[src/ckg_params.svh]
// clock control constants: register indices, field positions, reset values, timing counts
// assumes a plain byte register port addressed by small indices
`ifndef CKG_PARAMS_SVH
`define CKG_PARAMS_SVH

// ****************************************
// register indices
// ****************************************
`define CKG_ADDR_OSC_RUN      3'h0
`define CKG_ADDR_SYS_SEL      3'h1
`define CKG_ADDR_PERI_GATE    3'h2
`define CKG_ADDR_LP_CTRL      3'h3
`define CKG_ADDR_PIN_MODE     3'h4

// ****************************************
// field positions
// ****************************************
`define CKG_FAST_OSC_STOP_BIT 0
`define CKG_SUB_OSC_STOP_BIT  6
`define CKG_MAIN_OSC_STOP_BIT 7
`define CKG_MAIN_SEL_BIT      4
`define CKG_MAIN_STAT_BIT     5
`define CKG_CPU_SEL_BIT       6
`define CKG_CPU_STAT_BIT      7
`define CKG_TK_SEL_BIT        4
`define CKG_LP_GATE_BIT       7
`define CKG_SUB_MODE_LSB      4
`define CKG_MAIN_MODE_LSB     6

// ****************************************
// reset values and writable masks
// ****************************************
`define CKG_OSC_RUN_RST       8'hc0
`define CKG_OSC_RUN_MASK      8'hc1
`define CKG_SYS_SEL_RST       8'h00
`define CKG_PERI_GATE_RST     8'h00
`define CKG_LP_CTRL_RST       8'h00
`define CKG_LP_CTRL_MASK      8'h90
`define CKG_PIN_MODE_RST      8'h00
`define CKG_PIN_MODE_MASK     8'hf0

// ****************************************
// switch settle time
// ****************************************
`define CKG_SWITCH_NS         200
`define CKG_CLK_NS            40
`define CKG_SWITCH_CYC        ((`CKG_SWITCH_NS + `CKG_CLK_NS - 1) / `CKG_CLK_NS)

`endif

[src/ckg_pkg.sv]
// clock control types shared by the clock controller and its switch stage
// assumes ckg_params.svh is compiled alongside
package ckg_pkg;

  typedef enum logic [1:0] {
    CKG_PIN_PORT0 = 2'b00,
    CKG_PIN_OSC   = 2'b01,
    CKG_PIN_PORT1 = 2'b10,
    CKG_PIN_EXT   = 2'b11
  } ckg_pin_mode_t;

  typedef struct packed {
    logic main_osc_run;
    logic main_ext_en;
    logic sub_osc_run;
    logic sub_ext_en;
    logic fast_int_run;
  } ckg_osc_ctrl_t;

  typedef struct packed {
    logic calendar;
    logic i2c1;
    logic converter;
    logic i2c0;
    logic serial1;
    logic serial0;
    logic timer1;
    logic timer0;
  } ckg_unit_vec_t;

endpackage

[src/ckg_ctrl.sv]
// clock generation control: oscillator run control, clock select, peripheral gating
// assumes a byte register port on clk; sleep request comes from same-domain logic
//
// Implementation choices: the address map and the strobed register port.
`timescale 1ns/1ps
`include "ckg_params.svh"

// Overview of operation
// - fast internal oscillator stop bit: 0 runs it, 1 halts it
// - sub stop bit runs/stops oscillator or gates external input; no effect as port
// - main stop bit runs/stops oscillator or gates external input; port mode unaffected
// - main select bit: 0 picks fast internal oscillator, 1 picks high-speed clock
// - main status reads 0 on internal oscillator, 1 on high-speed clock
// - cpu select bit: 0 routes main clock, 1 routes subsystem clock
// - cpu status reads 0 on main clock, 1 on subsystem clock
// - timer unit enables: 0 stops clock, blocks writes, holds reset
// - serial unit enables: 0 stops clock, blocks writes, holds reset
// - i2c unit enables: 0 stops clock, blocks writes, holds reset
// - converter enable: 0 stops clock, blocks writes, holds reset
// - calendar enable: 0 stops clock, blocks writes, holds reset
// - timekeeping select: 0 subsystem clock, 1 slow internal oscillator
// - in sleep on sub clock, gate bit 1 feeds only calendar and interval timer
// - main pin mode: 00/10 port, 01 oscillator, 11 external clock
// - sub pin mode: 00/10 port, 01 oscillator, 11 external clock
module ckg_ctrl
  import ckg_pkg::*;
#(
  parameter int SWITCH_CYC = `CKG_SWITCH_CYC
) (
  input  wire logic          clk,
  input  wire logic          resetn,
  input  wire logic [2:0]    reg_addr,
  input  wire logic [7:0]    reg_wdata,
  input  wire logic          reg_wr,
  input  wire logic          reg_rd,
  output logic      [7:0]    reg_rdata,
  input  wire logic          sleep_req,
  input  wire logic          unit_wr_req,
  input  wire logic [2:0]    unit_wr_sel,
  output logic               unit_wr_ok,
  output ckg_osc_ctrl_t      osc_ctrl,
  output logic               main_pins_port,
  output logic               sub_pins_port,
  output logic               main_src_high_speed,
  output logic               cpu_src_sub,
  output ckg_unit_vec_t      unit_clk_en,
  output ckg_unit_vec_t      unit_rst_n,
  output logic               timekeep_src_slow,
  output logic               periph_sub_clk_en
);

  // settle counter in the switch stage is eight bits wide
  if (SWITCH_CYC < 1 || SWITCH_CYC > 255) begin : g_bad_switch_cyc
    $error("ckg_ctrl: SWITCH_CYC out of range");
  end

  // ****************************************
  // reset release
  // ****************************************
  logic rst_meta_q;
  logic rst_n_q;

  always_ff @(posedge clk or negedge resetn) begin
    if (!resetn) begin
      rst_meta_q <= 1'b0;
      rst_n_q    <= 1'b0;
    end else begin
      rst_meta_q <= 1'b1;
      rst_n_q    <= rst_meta_q;
    end
  end

  // ****************************************
  // registers
  // ****************************************
  logic [7:0]    osc_run_q;
  logic          main_sel_q;
  logic          cpu_sel_q;
  ckg_unit_vec_t gate_q;
  logic [7:0]    lp_ctrl_q;
  logic [7:0]    pin_mode_q;
  logic          main_stat;
  logic          cpu_stat;

  always_ff @(posedge clk or negedge rst_n_q) begin
    if (!rst_n_q) begin
      osc_run_q <= `CKG_OSC_RUN_RST;
    end else if (reg_wr && reg_addr == `CKG_ADDR_OSC_RUN) begin
      osc_run_q <= reg_wdata & `CKG_OSC_RUN_MASK;
    end
  end

  // status bits ignore writes
  always_ff @(posedge clk or negedge rst_n_q) begin
    if (!rst_n_q) begin
      main_sel_q <= 1'b0;
    end else if (reg_wr && reg_addr == `CKG_ADDR_SYS_SEL) begin
      main_sel_q <= reg_wdata[`CKG_MAIN_SEL_BIT];
    end
  end

  always_ff @(posedge clk or negedge rst_n_q) begin
    if (!rst_n_q) begin
      cpu_sel_q <= 1'b0;
    end else if (reg_wr && reg_addr == `CKG_ADDR_SYS_SEL) begin
      cpu_sel_q <= reg_wdata[`CKG_CPU_SEL_BIT];
    end
  end

  always_ff @(posedge clk or negedge rst_n_q) begin
    if (!rst_n_q) begin
      gate_q <= ckg_unit_vec_t'(`CKG_PERI_GATE_RST);
    end else if (reg_wr && reg_addr == `CKG_ADDR_PERI_GATE) begin
      gate_q <= ckg_unit_vec_t'(reg_wdata);
    end
  end

  always_ff @(posedge clk or negedge rst_n_q) begin
    if (!rst_n_q) begin
      lp_ctrl_q <= `CKG_LP_CTRL_RST;
    end else if (reg_wr && reg_addr == `CKG_ADDR_LP_CTRL) begin
      lp_ctrl_q <= reg_wdata & `CKG_LP_CTRL_MASK;
    end
  end

  always_ff @(posedge clk or negedge rst_n_q) begin
    if (!rst_n_q) begin
      pin_mode_q <= `CKG_PIN_MODE_RST;
    end else if (reg_wr && reg_addr == `CKG_ADDR_PIN_MODE) begin
      pin_mode_q <= reg_wdata & `CKG_PIN_MODE_MASK;
    end
  end

  // ****************************************
  // clock switch status
  // ****************************************
  ckg_switch #(
    .SETTLE_CYC (SWITCH_CYC)
  ) u_main_sw (
    .clk    (clk),
    .rst_n  (rst_n_q),
    .sel    (main_sel_q),
    .status (main_stat)
  );

  ckg_switch #(
    .SETTLE_CYC (SWITCH_CYC)
  ) u_cpu_sw (
    .clk    (clk),
    .rst_n  (rst_n_q),
    .sel    (cpu_sel_q),
    .status (cpu_stat)
  );

  // ****************************************
  // read port
  // ****************************************
  logic [7:0] rd_d;
  logic [7:0] rdata_q;

  always_comb begin
    rd_d = 8'h00;
    case (reg_addr)
      `CKG_ADDR_OSC_RUN:   rd_d = osc_run_q;
      `CKG_ADDR_SYS_SEL:   rd_d = {cpu_stat, cpu_sel_q, main_stat, main_sel_q, 4'h0};
      `CKG_ADDR_PERI_GATE: rd_d = gate_q;
      `CKG_ADDR_LP_CTRL:   rd_d = lp_ctrl_q;
      `CKG_ADDR_PIN_MODE:  rd_d = pin_mode_q;
      default:             rd_d = 8'h00;
    endcase
  end

  always_ff @(posedge clk or negedge rst_n_q) begin
    if (!rst_n_q) begin
      rdata_q <= 8'h00;
    end else begin
      rdata_q <= reg_rd ? rd_d : 8'h00;
    end
  end

  assign reg_rdata = rdata_q;

  // ****************************************
  // oscillator control
  // ****************************************
  ckg_pin_mode_t main_mode;
  ckg_pin_mode_t sub_mode;
  ckg_osc_ctrl_t osc_d;
  ckg_osc_ctrl_t osc_q;
  logic          main_port_q;
  logic          sub_port_q;

  assign main_mode = ckg_pin_mode_t'(pin_mode_q[`CKG_MAIN_MODE_LSB +: 2]);
  assign sub_mode  = ckg_pin_mode_t'(pin_mode_q[`CKG_SUB_MODE_LSB +: 2]);

  always_comb begin
    osc_d              = '0;
    osc_d.fast_int_run = !osc_run_q[`CKG_FAST_OSC_STOP_BIT];
    osc_d.main_osc_run = (main_mode == CKG_PIN_OSC) && !osc_run_q[`CKG_MAIN_OSC_STOP_BIT];
    osc_d.main_ext_en  = (main_mode == CKG_PIN_EXT) && !osc_run_q[`CKG_MAIN_OSC_STOP_BIT];
    osc_d.sub_osc_run  = (sub_mode == CKG_PIN_OSC) && !osc_run_q[`CKG_SUB_OSC_STOP_BIT];
    osc_d.sub_ext_en   = (sub_mode == CKG_PIN_EXT) && !osc_run_q[`CKG_SUB_OSC_STOP_BIT];
  end

  always_ff @(posedge clk or negedge rst_n_q) begin
    if (!rst_n_q) begin
      osc_q <= '0;
    end else begin
      osc_q <= osc_d;
    end
  end

  // pins stay ports through reset
  always_ff @(posedge clk or negedge rst_n_q) begin
    if (!rst_n_q) begin
      main_port_q <= 1'b1;
      sub_port_q  <= 1'b1;
    end else begin
      main_port_q <= main_mode[0] == 1'b0;
      sub_port_q  <= sub_mode[0] == 1'b0;
    end
  end

  assign osc_ctrl       = osc_q;
  assign main_pins_port = main_port_q;
  assign sub_pins_port  = sub_port_q;

  // ****************************************
  // clock selection outputs
  // ****************************************
  logic main_src_q;
  logic cpu_src_q;
  logic tk_src_q;
  logic psub_q;

  always_ff @(posedge clk or negedge rst_n_q) begin
    if (!rst_n_q) begin
      main_src_q <= 1'b0;
      cpu_src_q  <= 1'b0;
    end else begin
      main_src_q <= main_stat;
      cpu_src_q  <= cpu_stat;
    end
  end

  always_ff @(posedge clk or negedge rst_n_q) begin
    if (!rst_n_q) begin
      tk_src_q <= 1'b0;
    end else begin
      tk_src_q <= lp_ctrl_q[`CKG_TK_SEL_BIT];
    end
  end

  // only a sleeping, sub-clocked cpu may drop the peripheral sub clock
  always_ff @(posedge clk or negedge rst_n_q) begin
    if (!rst_n_q) begin
      psub_q <= 1'b1;
    end else begin
      psub_q <= !(sleep_req && cpu_stat && lp_ctrl_q[`CKG_LP_GATE_BIT]);
    end
  end

  assign main_src_high_speed = main_src_q;
  assign cpu_src_sub         = cpu_src_q;
  assign timekeep_src_slow   = tk_src_q;
  assign periph_sub_clk_en   = psub_q;

  // ****************************************
  // peripheral gating
  // ****************************************
  ckg_unit_vec_t clk_en_q;
  ckg_unit_vec_t urst_q;
  logic          wr_ok_q;

  genvar gi;
  generate
    for (gi = 0; gi < 8; gi++) begin : g_unit
      always_ff @(posedge clk or negedge rst_n_q) begin
        if (!rst_n_q) begin
          clk_en_q[gi] <= 1'b0;
          urst_q[gi]   <= 1'b0;
        end else begin
          clk_en_q[gi] <= gate_q[gi];
          urst_q[gi]   <= gate_q[gi];
        end
      end
    end
  endgenerate

  // unit register writes pass only while the unit is enabled
  always_ff @(posedge clk or negedge rst_n_q) begin
    if (!rst_n_q) begin
      wr_ok_q <= 1'b0;
    end else begin
      wr_ok_q <= unit_wr_req && gate_q[unit_wr_sel];
    end
  end

  assign unit_clk_en = clk_en_q;
  assign unit_rst_n  = urst_q;
  assign unit_wr_ok  = wr_ok_q;

endmodule

[src/ckg_switch.sv]
// one clock-source switch: requested select followed by status after a settle time
// assumes the selected source is running; same clock domain as the caller
`timescale 1ns/1ps
`include "ckg_params.svh"

module ckg_switch
  import ckg_pkg::*;
#(
  parameter int SETTLE_CYC = `CKG_SWITCH_CYC
) (
  input  wire logic clk,
  input  wire logic rst_n,
  input  wire logic sel,
  output logic      status
);

  // settle counter is eight bits wide
  if (SETTLE_CYC < 1 || SETTLE_CYC > 255) begin : g_bad_settle
    $error("ckg_switch: SETTLE_CYC out of range");
  end

  typedef enum logic [0:0] {
    CKG_SW_IDLE = 1'b0,
    CKG_SW_WAIT = 1'b1
  } ckg_sw_state_t;

  ckg_sw_state_t state_q;
  logic [7:0]    cnt_q;
  logic          status_q;

  // status follows only after the switch has settled
  always_ff @(posedge clk or negedge rst_n) begin
    if (!rst_n) begin
      state_q  <= CKG_SW_IDLE;
      cnt_q    <= 8'h00;
      status_q <= 1'b0;
    end else begin
      case (state_q)
        CKG_SW_IDLE: begin
          if (sel != status_q) begin
            state_q <= CKG_SW_WAIT;
            cnt_q   <= 8'(SETTLE_CYC - 1);
          end
        end
        CKG_SW_WAIT: begin
          if (sel == status_q) begin
            state_q <= CKG_SW_IDLE;
          end else if (cnt_q == 8'h00) begin
            status_q <= sel;
            state_q  <= CKG_SW_IDLE;
          end else begin
            cnt_q <= cnt_q - 8'h01;
          end
        end
        default: state_q <= CKG_SW_IDLE;
      endcase
    end
  end

  assign status = status_q;

endmodule
[config.mk]
export PLATFORM = sky130hd
export DESIGN_NAME = ckg_ctrl
export DESIGN_NICKNAME = d
export VERILOG_FILES = /design/src/ckg_pkg.sv /design/src/ckg_ctrl.sv /design/src/ckg_switch.sv
export VERILOG_INCLUDE_DIRS = /design/src
export SDC_FILE = /design/constraint.sdc
export NUM_CORES = 1
export LEC_CHECK = 0
export ABC_CLOCK_PERIOD_IN_PS = 3100
export CAP_MARGIN = 20
export CORE_MARGIN = 2
export CORE_UTILIZATION = 58
export CTS_CLUSTER_DIAMETER = 100
export DETAILED_ROUTE_END_ITERATION = 8
export DONT_BUFFER_PORTS = 1
export GPL_ROUTABILITY_DRIVEN = 0
export GPL_TIMING_DRIVEN = 0
export PLACE_DENSITY = 0.82
export SLEW_MARGIN = 20
export SYNTH_ARGS = -nofsm -noshare
export SYNTH_HDL_FRONTEND = slang
export SYNTH_SLANG_ARGS = --single-unit
[constraint.sdc]
create_clock -name clk -period 3.1 [get_ports clk]
set_clock_uncertainty 0.15 [all_clocks]
set_input_delay 0.62 -clock clk [delete_from_list [all_inputs] [get_ports clk]]
set_output_delay 0.62 -clock clk [all_outputs]
set_load 0.01 [all_outputs]
[Word level (Yosys, flattened, before mapping)]
Index checks and enable logic that the tools add are counted.
Storage, ports and cells
  bits in registers: 69
  input bits: 20
  output and inout port bits: 36
  logic and storage cells: 112
Operators by class
  add/subtract/negate cells: 2
  $lt $le $gt $ge: 1
  eq/ne operators: 18
  muxes and demuxes: 20
  bitwise logic cells: 6
  reductions and logical operators: 23
Operators by type and width (count)
  8-bit 2-to-1 mux: 7
  8-bit one-hot mux with 5 select lines: 1
  8-bit one-hot mux with 2 select lines: 2
  8-bit logical NOT: 2
  8-bit by 1-bit subtractor with 8-bit output, second input constant: 2
  1-bit logical AND: 12
  3-bit AND reduction: 4
  2-bit inequality test, second input constant: 4
  1-bit 2-to-1 mux: 7
  3-bit by 2-bit == test with 1-bit output, second input constant: 2
  1-bit NOT: 6
  2-bit by 1-bit == test with 1-bit output, second input constant: 2
  2-bit == test, second input constant: 2
  1-bit logical NOT: 4
  3-bit by 4-bit less-than comparator with 1-bit output, second input constant: 1
  2-bit by 1-bit inequality test with 1-bit output, second input constant: 2
  1-bit one-hot mux with 2 select lines: 2
  1-bit binary-select mux with 3-bit select: 1
  3-bit by 1-bit == test with 1-bit output, second input constant: 1
  3-bit == test, second input constant: 1
  3-bit logical NOT: 1
  1-bit == test: 2
  1-bit inequality test: 2

[Depth between registers and ports, before layout]
Gate-level depths: netlist of the first run.
  depth in word-level cells: 4
  mapped depth: 7
  depth with buffers taken out: 7

[Cells and area by module]
Synthesis of the first run repeated with hierarchy kept, for this count alone.
Second synthesis, totals
  cells, all modules: 246
  area total of the unflattened synthesis: 3072.9 um^2
By module, submodules not included
  ckg_ctrl: instances 1, cells an instance 132, area each 1956.9 um^2, seq. area each 1232.4 um^2
  ckg_switch: instances 2, cells an instance 57, area each 558.0 um^2, seq. area each 250.2 um^2

[Worst setup path before layout of the first run]
No wires, ideal clock.
  kind: input port to flip-flop
  start point: input port reg_addr[1]
  end point: register gate_q[0] (netlist name)
  setup time: 125 ps
  data arrival time: 1682 ps
  data required time: 2825 ps
  slack: 1143 ps
  stages: 4
  buffers on the path: 1
  cell sequence: clkbuf_1 -> nand2_1 -> nor2_1 -> mux2_2
On the way
  word-level cells in the longest chain between the ends: 2
Ends and longest elaborated chain
  from (decl): RTL line ckg_ctrl.sv:32  | input wire logic [2:0] reg_addr,
  3-bit by 2-bit == test with 1-bit output (no source line)
  1-bit logical AND (no source line)
  to (signal assigned): RTL line ckg_ctrl.sv:112  | gate_q <= ckg_unit_vec_t'(`CKG_PERI_GATE_RST);
  to (signal assigned): RTL line ckg_ctrl.sv:114  | gate_q <= ckg_unit_vec_t'(reg_wdata);
  to (decl): RTL line ckg_ctrl.sv:79  | ckg_unit_vec_t gate_q;
No other way between the ends.
A chain may end at the register's enable or synchronous reset.

[Final worst setup path of the first run]
  start point: register u_cpu_sw.cnt_q[3]
  end point: register u_cpu_sw.cnt_q[5]
On the way
  word-level cells in the longest chain between the ends: 4
  elaborated cells between the ends (all ways): 7
  those cells by class: 1 x add/sub; 1 x eq/ne; 3 x mux; 2 x reduce/logical
Ends and longest elaborated chain
  from (decl): RTL line ckg_switch.sv:28  | logic [7:0] cnt_q;
  from (signal assigned): RTL line ckg_switch.sv:42  | cnt_q <= 8'(SETTLE_CYC - 1);
  from (signal assigned): RTL line ckg_switch.sv:52  | cnt_q <= cnt_q - 8'h01;
  8-bit by 1-bit subtractor with 8-bit output: RTL line ckg_switch.sv:52
  8-bit 2-to-1 mux: RTL line ckg_switch.sv:48  | end else if (cnt_q == 8'h00) begin
  8-bit 2-to-1 mux: RTL line ckg_switch.sv:46  | if (sel == status_q) begin
  8-bit one-hot mux with 2 select lines: RTL line ckg_switch.sv:38  | case (state_q)
Parallel ways exist; a longest one is shown, timed or not. The select of a mux whose other input is x is not followed.

==> impl_metrics.toml, run 1 <==
[outcome]
status = "finished, final reports clean"

[place]
numPortBuffers = 0
dp_hpwl_mm = 3.99
place_inst = 323

[sta]
worst_pin_slew_ns = 0.982
hold_viol_final = 0
fmax_mhz = 451
rsz0062_at_grt = "false"
fin_tns_setup_ns = 0
whs_ns = 0.123
post-route-min-period_ns = 2.22
min_period_over_period_pct = 71.5
slew_headroom_pct = 33.9
slew_violations = 0
finalSetupViolCount = 0

[pwr]
total_power_w = 0.00278
cellLeakagePower_nw = 1.44
ir_drop_v = 0.000566
power_density_nw_per_um2 = 845

[clock_tree]
htreeDepth = 3
cts_tree = "built"
cts-resized-gates = 0
worst_skew_pair.late_latency_ns = 0.34
numCtsBuffers = 9
clk_pin_slew_ns = 0.07
cts-root-buf = "clkbuf_8"
clock_sinks = 69
cts_buffer_depth = 2

[grt]
grt_pass1_vias = 1931
grt_max_degree = 35
grt_usage_pct = 23.1
grt_overflow_total = 0
grt_pass1_wl_mm = 9.38
grt_antenna_before_repair = 0

[final_layout]
layout.nets = 289
drive_gt1_share_pct = 22.2
area_delta_synth_final_pct = 10.0
n_antenna_cell = 0
fill_cells = 372
finalNonFillerCells = 340

[critical_path]
cp.arrival_ns = 2.29
end_kind = "flip-flop"
path_class = "flip-flop to flip-flop"
r2r_cells = 4
crit_end = "u_cpu_sw.cnt_q[5]"
rr_startpoint = "u_cpu_sw.cnt_q[3]"
r2r-end = "u_cpu_sw.cnt_q[5]"
cp-startpoint = "u_cpu_sw.cnt_q[3]"
crit_fanout = 7
critPathLaunchType = "flip-flop"
reg2reg_setup_slack_ns = 0.88
required_ns = 3.17

[routing]
routedWlPerCell_um = 16.8
dr.pass1.iters = 4
avgViaCountPerCell = 5.73
drt-initial-drc-count = 103
drc = 0
drt_wl_total_mm = 5.72
dr_total_vias = 1949
postRouteAntennaNets = 0

[logic_synthesis]
synth_top_area_cell = "dfrtp_1"
synthCells = 252
synth.top_cell.area_share_pct = 53.6
synthAdderAreaFrac_pct = 1.67
syn_nets = 276
synth_common_cells = "dfrtp_1, mux2_2, nor2_1, nand2_1, o21ai_0"
yosys.area_share.simple_pct = 13.6
synth.distinct_cells = 48
synth_compound_gate_area_share_pct = 10.0
synth_xor_area_share_pct = 2.64
synth_seq_area_share_pct = 57.9
synth_edf_count = 0
synth_top_family_by_area = "simple AND/OR/NAND/NOR gates"
synthArstFlopShare_pct = 100
synth_area_leaders = "dfrtp_1, mux2_2, dfstp_2"
yosys-mux-area-fraction_pct = 9.71
synth.avg_cell_area_um2 = 11.9
yosys_warnings = 0
synth.most_common_cell = "dfrtp_1"
synth_ff_type = "dfrtp_1"
ys_ff_latch = 69
netlist_area_um2 = 2990

[run]
maxCapViolations = 0

[die]
rows = 26
initial_utilization_pct = 59.3
dieHeight_um = 75.8
core_um2 = 5040
dieArea_um2 = 5750
die_w_um = 75.8
ios = 56

[worst_hold_path]
hold_class = "flip-flop to asynchronous set/reset pin"
critical path, stage by stage, from the launching register on:
cell and delay [ns]:
dfrtp_1 0.42, nor4_1 0.86, a2111oi_0 0.35, xnor2_1 0.26, nor2_1 0.06
placed cells by master (no fill, tap or decap), types with 7 or more instances in the layout:
cell / n
dfrtp_1: 63
mux2_2: 20
nor2_1: 15
nand2_1: 13
o21ai_0: 13
inv_1: 12
clkbuf_8: 11
a21oi_1: 10
buf_4: 8
clkbuf_1: 7
xnor2_1: 7
power by group:
part | total (W) | switching (W) | internal, W
logic | 0.000781 | 0.000427 | 0.000354
clock network | 0.000638 | 0.000309 | 0.000330
registers | 0.00136 | 0.000232 | 0.00113
metrics by stage:
step | worst slack, ns | instance area (µm²) | util, %
after floorplan | 0.895 | 2990 | -
after global placement | 0.302 | 3080 | 61.0
after detailed placement | 0.755 | 3100 | 61.5
after CTS | 0.861 | 3290 | 65.2
after global routing | 0.649 | 3290 | 65.2
final | 0.884 | 3290 | 65.2
cells by family after synthesis:
logic type / Yosys count
fa+ha+maj: 4
simple gates: 73
xor+xnor: 9
other cells: 1
compound gates: 46
mux: 24
flops: 69
buf+inv: 26
layer usage:
layer | vias up | global-route usage, % | share of wire, %
li1 | 910 | - | -
met1 | 967 | 27.0 | 41
met2 | 61 | 37.6 | 50
met3 | 11 | 10.7 | 7.6
met4 | 0 | 7.80 | 1.6
met5 | - | 0 | 0
registers in the layout (all words and copies together) (netlist names), 4 cells and up:
register	flops
gate_q	8
osc_ctrl	5
pin_mode_q	4
reg_rdata	8
u_cpu_sw.cnt_q	8
u_main_sw.cnt_q	8
unit_rst_n	5
worst min-delay path by stage:
stage	from	endpoint	cells past startpoint
finish	rst_n_q	pin_mode_q[5]	0
CTS	rst_n_q	pin_mode_q[5]	0
global route	rst_n_q	pin_mode_q[5]	0
floorplan	resetn	rst_meta_q	0
detailed placement	rst_n_q	pin_mode_q[5]	0
global placement	resetn	rst_n_q	0
final cells by class:
cell class	count	area, µm²	share of cell area (%)
Tap cell	70	87.6	2.66
Timing Repair Buffer	2	30.0	0.913
Clock buffer	12	155	4.72
Multi-Input combinational cell	157	1130	34.3
Buffer	14	82.6	2.51
Sequential cell	69	1740	52.8
Inverter	12	45.0	1.37
Clock inverter	4	22.5	0.685
what timing repair did:
| action | 4_1_cts | 5_1_grt |
|---|---|---|
| hold buffers | 1 | 0 |
| hold endpoints to repair | 2 | 0 |
| setup buffers | 0 | 0 |
Note: power is estimated with default switching activity, not from simulation.
==> run 2, diff against run 1 <==
ABC_CLOCK_PERIOD_IN_PS = 2200   (was 3100)
clock period = 2.2 ns   (was 3.1 ns; I/O delays follow)
==> run 2 against run 1 <==
Compared with the run above: global-route usage decreased by 0.36 points; design area increased by 1.7%; critical endpoint is now u_cpu_sw.cnt_q[7]; largest power group unchanged; wire length increased by 1.3%; power increased by 51%.
==> impl_metrics.toml, run 2 (same netlist as run 1, synthesis figures left out) <==
[sta]
slew_headroom_pct = 44.8
fmax_mhz = 503
fin_tns_setup_ns = 0
post-route-min-period_ns = 1.99
hold_viol_final = 0
min_period_over_period_pct = 90.3
rsz0062_at_grt = "false"
slew_violations = 0
worst_pin_slew_ns = 0.828
finalSetupViolCount = 0

[final_layout]
area_delta_synth_final_pct = 11.9
fill_cells = 361
final_common_cell = "dfrtp_1"
final_util_pct = 66.4
final_cell_mix = "dfrtp_1, mux2_2, nor2_1, nand2_1, o21ai_0"
layout.nets = 289
multi_input_area_um2 = 1150
fin_area_um2 = 3350
n_antenna_cell = 0
ff_latch_area_um2 = 1740
drive_gt1_share_pct = 22.6

[clock_tree]
numCtsBuffers = 9
cts_tree = "built"
htreeDepth = 3
clk_pin_slew_ns = 0.07
clock_sinks = 69
cts-root-buf = "clkbuf_8"
postCtsSetupBuffers = 0
worst_skew_pair.late_latency_ns = 0.35
cts_buffer_depth = 2

[critical_path]
path_class = "flip-flop to flip-flop"
end_kind = "flip-flop"
reg2reg_setup_slack_ns = 0.21
cp-startpoint = "u_cpu_sw.cnt_q[0]"
required_ns = 2.31
rr_startpoint = "u_cpu_sw.cnt_q[0]"
crit_fanout = 5
crit_end = "u_cpu_sw.cnt_q[7]"
critPathLaunchType = "flip-flop"
r2r_cells = 6
r2r-end = "u_cpu_sw.cnt_q[7]"
cp.arrival_ns = 2.10

[grt]
use_met1_pct = 27.6
globalRouteMet2Util_pct = 36.9
grt_overflow_total = 0
top_usage_layer = "met2"
grt_max_degree = 68
grt_antenna_before_repair = 0
globalRouteMet3Util_pct = 9.79
grt_usage_pct = 22.7
grt_pass1_vias = 1931
grt_pass1_wl_mm = 9.43

[die]
dieArea_um2 = 5750
rows = 26
dieHeight_um = 75.8
core_um2 = 5040
ios = 56
die_w_um = 75.8
initial_utilization_pct = 59.3

[routing]
avgViaCountPerCell = 5.82
drt_wl_total_mm = 5.79
dr_total_vias = 1979
dr.pass1.iters = 4
routedWlPerCell_um = 17.0
postRouteAntennaNets = 0
drt-initial-drc-count = 101
drc = 0

[place]
dp_hpwl_mm = 3.92
place_area_um2 = 3080
numPortBuffers = 0

[pwr]
ir_drop_v = 0.000911
total_power_w = 0.00419
cellLeakagePower_nw = 1.46
power_density_nw_per_um2 = 1250

[outcome]
status = "finished, final reports clean"

[run]
maxCapViolations = 0

[worst_hold_path]
hold_class = "input pin to flip-flop"
run 2: cell count changes in the layout (fill, tap and decap cells not counted), sizes merged:
cell | before | now
buf | 9 | 8
inv | 12 | 13
clkinv | 3 | 2
bufinv | 0 | 2
dlygate4sd3 | 1 | 2
clkinvlp | 1 | 0
clkbuf | 18 | 17
run 2: cell type report:
type                       instances  area share, %
tap                               70           2.62
timing repair buffer               2          0.598
multi-input combinational        157           34.4
clock buffer                      11           4.22
clock inverter                     5           2.47
sequential                        69           51.9
inverter                          12           1.35
buffer                            14           2.47
run 2: what timing repair did:
item / 4_1_cts / 5_1_grt
endpoints found under the setup margin: 0 / 7
resized for setup: 0 / 3
hold buffers: 2 / 0
hold endpoints to repair: 3 / 0
run 2: stage by stage:
stage | hold slack [ns] | cells | worst slack [ns]
2_1_floorplan | -0.00559 | 252 | 0.310
3_3_place_gp | -0.00554 | 322 | 0.107
3_5_place_dp | -0.00552 | 322 | 0.0574
4_1_cts | 0.0515 | 340 | 0.0998
5_1_grt | 0.0609 | 340 | 0.0786
6_report | 0.0578 | 340 | 0.214
run 2: layer usage:
metal	wire length, µm	part of all wire (%)	vias to the layer above
li1	-	-	913
met1	2400	42	1001
met4	70	1.2	0
met5	0	0	-
met2	2920	50	59
met3	395	6.8	6
run 2: worst min path at each step:
stage / to / start / cells past startpoint
2_1_floorplan: rst_meta_q / resetn / 0
3_3_place_gp: rst_n_q / resetn / 0
3_5_place_dp: rst_meta_q / resetn / 0
4_1_cts: pin_mode_q[4] / reg_wdata[4] / 2
5_1_grt: reg_rdata[6] / reg_rd / 1
6_report: pin_mode_q[4] / reg_wdata[4] / 2
run 2: report_power, final:
part | internal [W] | switching [W] | total, W
clock network | 0.000673 | 0.000467 | 0.00114
registers | 0.00159 | 0.000347 | 0.00193
logic | 0.000520 | 0.000591 | 0.00111
total | 0.00278 | 0.00141 | 0.00419
run 2: worst max-delay path, cell delays in order, from the launching register on:
cell,delay (ns)
dfrtp_1,0.38
inv_1,0.07
ha_1,0.21
nor4bb_2,0.20
a21o_1,0.22
or4_1,0.50
a21oi_1,0.17
==> run 3, diff against run 2 <==
ABC_AREA = 1   (was default)
==> run 3 against run 2 <==
Compared with the run above: first-iteration DRC count rose by 54%; global-route usage shrank 1.0 points; setup slack improved by 0.32 ns; area after synthesis grew 2.3%; combinational power grew 19%.
==> impl_metrics.toml, run 3 <==
[outcome]
status = "finished, final reports clean"

[die]
dieHeight_um = 76.6
ios = 56
die_w_um = 76.6
dieArea_um2 = 5870
rows = 26
core_um2 = 5110
initial_utilization_pct = 59.9

[routing]
drc = 0
avgViaCountPerCell = 5.17
drt_wl_total_mm = 5.77
drt-initial-drc-count = 156
dr.pass1.iters = 5
routedWlPerCell_um = 13.5
postRouteAntennaNets = 0
dr_total_vias = 2207

[clock_tree]
clock_sinks = 69
numCtsBuffers = 9
worst_skew_pair.late_latency_ns = 0.35
cts-resized-gates = 0
clk_pin_slew_ns = 0.07
postCtsSetupBuffers = 0
cts_tree = "built"
htreeDepth = 3
cts-root-buf = "clkbuf_8"
cts_buffer_depth = 2

[place]
place_inst = 410
numPortBuffers = 0
dp_hpwl_mm = 4.07

[critical_path]
path_class = "flip-flop to flip-flop"
required_ns = 2.29
crit_family = "simple AND/OR/NAND/NOR gates"
critPathBufInv = 3
end_kind = "flip-flop"
max_stage_delay_ns = 0.38
cp.arrival_ns = 1.75
crit_path_top_delay_cell = "dfrtp_1"
cp-startpoint = "u_cpu_sw.cnt_q[0]"
cp_num_cells = 10
critPathLaunchType = "flip-flop"
rr_startpoint = "u_cpu_sw.cnt_q[0]"
r2r_cells = 10
crit_fanout = 10
crit_chain = "inv_1 > ha_1 > nand2_1 > inv_1 > nand2_1 > nor2_2 > nor2_2 > buf_6 > nand4_1 > nand2_1"
cp_common_cell = "nand2_1"

[final_layout]
fill_cells = 416
finalNonFillerCells = 427
drive_gt1_share_pct = 16.0
final_common_cell = "nand2_1"
n_antenna_cell = 0
area_delta_synth_final_pct = 10.4
final_cell_mix = "nand2_1, dfrtp_1, inv_1, nor2_1, nand3_1"
layout.nets = 376

[sta]
post-route-min-period_ns = 1.67
rsz0062_at_grt = "false"
min_period_over_period_pct = 75.8
worst_pin_slew_ns = 0.809
hold_viol_final = 0
slew_headroom_pct = 46.0
finalSetupViolCount = 0
fmax_mhz = 600
slew_violations = 0
fin_tns_setup_ns = 0

[pwr]
cellLeakagePower_nw = 1.68
ir_drop_v = 0.000745
power_density_nw_per_um2 = 1290

[logic_synthesis]
synth_ff_type = "dfrtp_1"
synth.avg_cell_area_um2 = 9.00
syn_nets = 364
yosys_warnings = 0
netlist_area_um2 = 3060
synth_common_cells = "nand2_1, dfrtp_1, inv_1, nor2_1, nand3_1"
synthCells = 340
synth.most_common_cell = "nand2_1"
synth.top_cell.area_share_pct = 52.4
synthArstFlopShare_pct = 100
synth_top_area_cell = "dfrtp_1"
synth_edf_count = 0
synth.distinct_cells = 31
synth_area_leaders = "dfrtp_1, nand2_1, inv_1"
synth_seq_area_share_pct = 56.6
ys_ff_latch = 69

[worst_hold_path]
whs_path_depth = 1
hold_class = "input pin to flip-flop"
worstHoldStart = "sleep_req"

[run]
maxCapViolations = 0

[grt]
grt_antenna_before_repair = 0
grt_pass1_vias = 2128
grt_pass1_wl_mm = 9.72
grt_overflow_total = 0
grt_max_degree = 68
grt_usage_pct = 21.7
[run 3: cell types whose count changed in the layout (fill, tap and decap cells not counted), sizes merged, moves of 13 or more]
cell | before | now
nand2 | 13 | 86
inv | 13 | 43
nor2 | 15 | 44
o21ai | 13 | 36
mux2 | 20 | 0
nand3 | 4 | 17
[run 3: path summary, 6_finish.rpt]
| path | to | slack (ns) |
|---|---|---|
| max in group asynchronous | u_main_sw.cnt_q[5] | 1.09 |
| worst max-delay path | u_cpu_sw.cnt_q[7] | 0.53 |
| min in group asynchronous | rst_n_q | 0.16 |
| worst min-delay path | periph_sub_clk_en | 0.04 |
| worst min register to register | rst_n_q | 0.21 |
| worst max register to register | u_cpu_sw.cnt_q[7] | 0.53 |
[run 3: area by class of cell]
class / instances / area [µm²] / area share (%)
plain buffers: 11 / 93.8 / 2.78
clock buffers: 12 / 145 / 4.30
clock inverters: 4 / 72.6 / 2.15
inverters: 43 / 166 / 4.93
multi-input cells: 217 / 1070 / 31.6
flip-flops and latches: 69 / 1740 / 51.4
well taps: 70 / 87.6 / 2.59
repair buffers: 1 / 10.0 / 0.296
[run 3: timing repair]
action / in CTS / in global routing
setup endpoints to repair: 0 / 0
hold buffers: 1 / 0
endpoints found under the hold margin: 2 / 0
[run 3: layer usage]
layer	vias up	share of wire [%]	global-route usage, %
li1	1086	-	-
met1	1049	43	27.1
met2	61	49	34.2
met3	11	6.0	7.46
met4	0	2.0	10.2
met5	-	0	0
[run 3: kinds of logic (layout without fill, tap and decap cells)]
group,count (synthesis),count (layout),share of synthesized area (%)
AOI/OAI and AO/OA,49,49,9.53
and+or+nand+nor,159,159,22.4
adders and majority gates,4,4,1.64
DFF,69,69,56.6
other,1,1,0.123
buffers and inverters,54,71,8.51
xor gates and xnor gates,4,4,1.15
[run 3: through the flow]
stage / total power [W] / util (%) / area [µm²] / setup WS (ns) / hold slack [ns]
floorplan: 0.00296 / - / 3060 / 0.722 / -0.00559
global placement: 0.00316 / 61.6 / 3150 / 0.541 / -0.00555
detailed placement: 0.00323 / 61.7 / 3150 / 0.538 / -0.00555
CTS: 0.00437 / 66.1 / 3380 / 0.521 / 0.0342
global route: 0.00465 / 66.1 / 3380 / 0.388 / 0.0369
finish: 0.00435 / 66.1 / 3380 / 0.533 / 0.0432
[run 3: where the power goes]
group | switching (W) | internal (W)
sequential | 0.000319 | 0.00158
clock | 0.000462 | 0.000668
combinational | 0.000803 | 0.000515
[run 3: worst register-to-register path, delay by kind of cell, from the launching register on]
kind,cells,cell delay (ns)
and+or+nand+nor,6,0.48
DFF,1,0.38
adders and majority gates,1,0.18
buffers and inverters,3,0.38
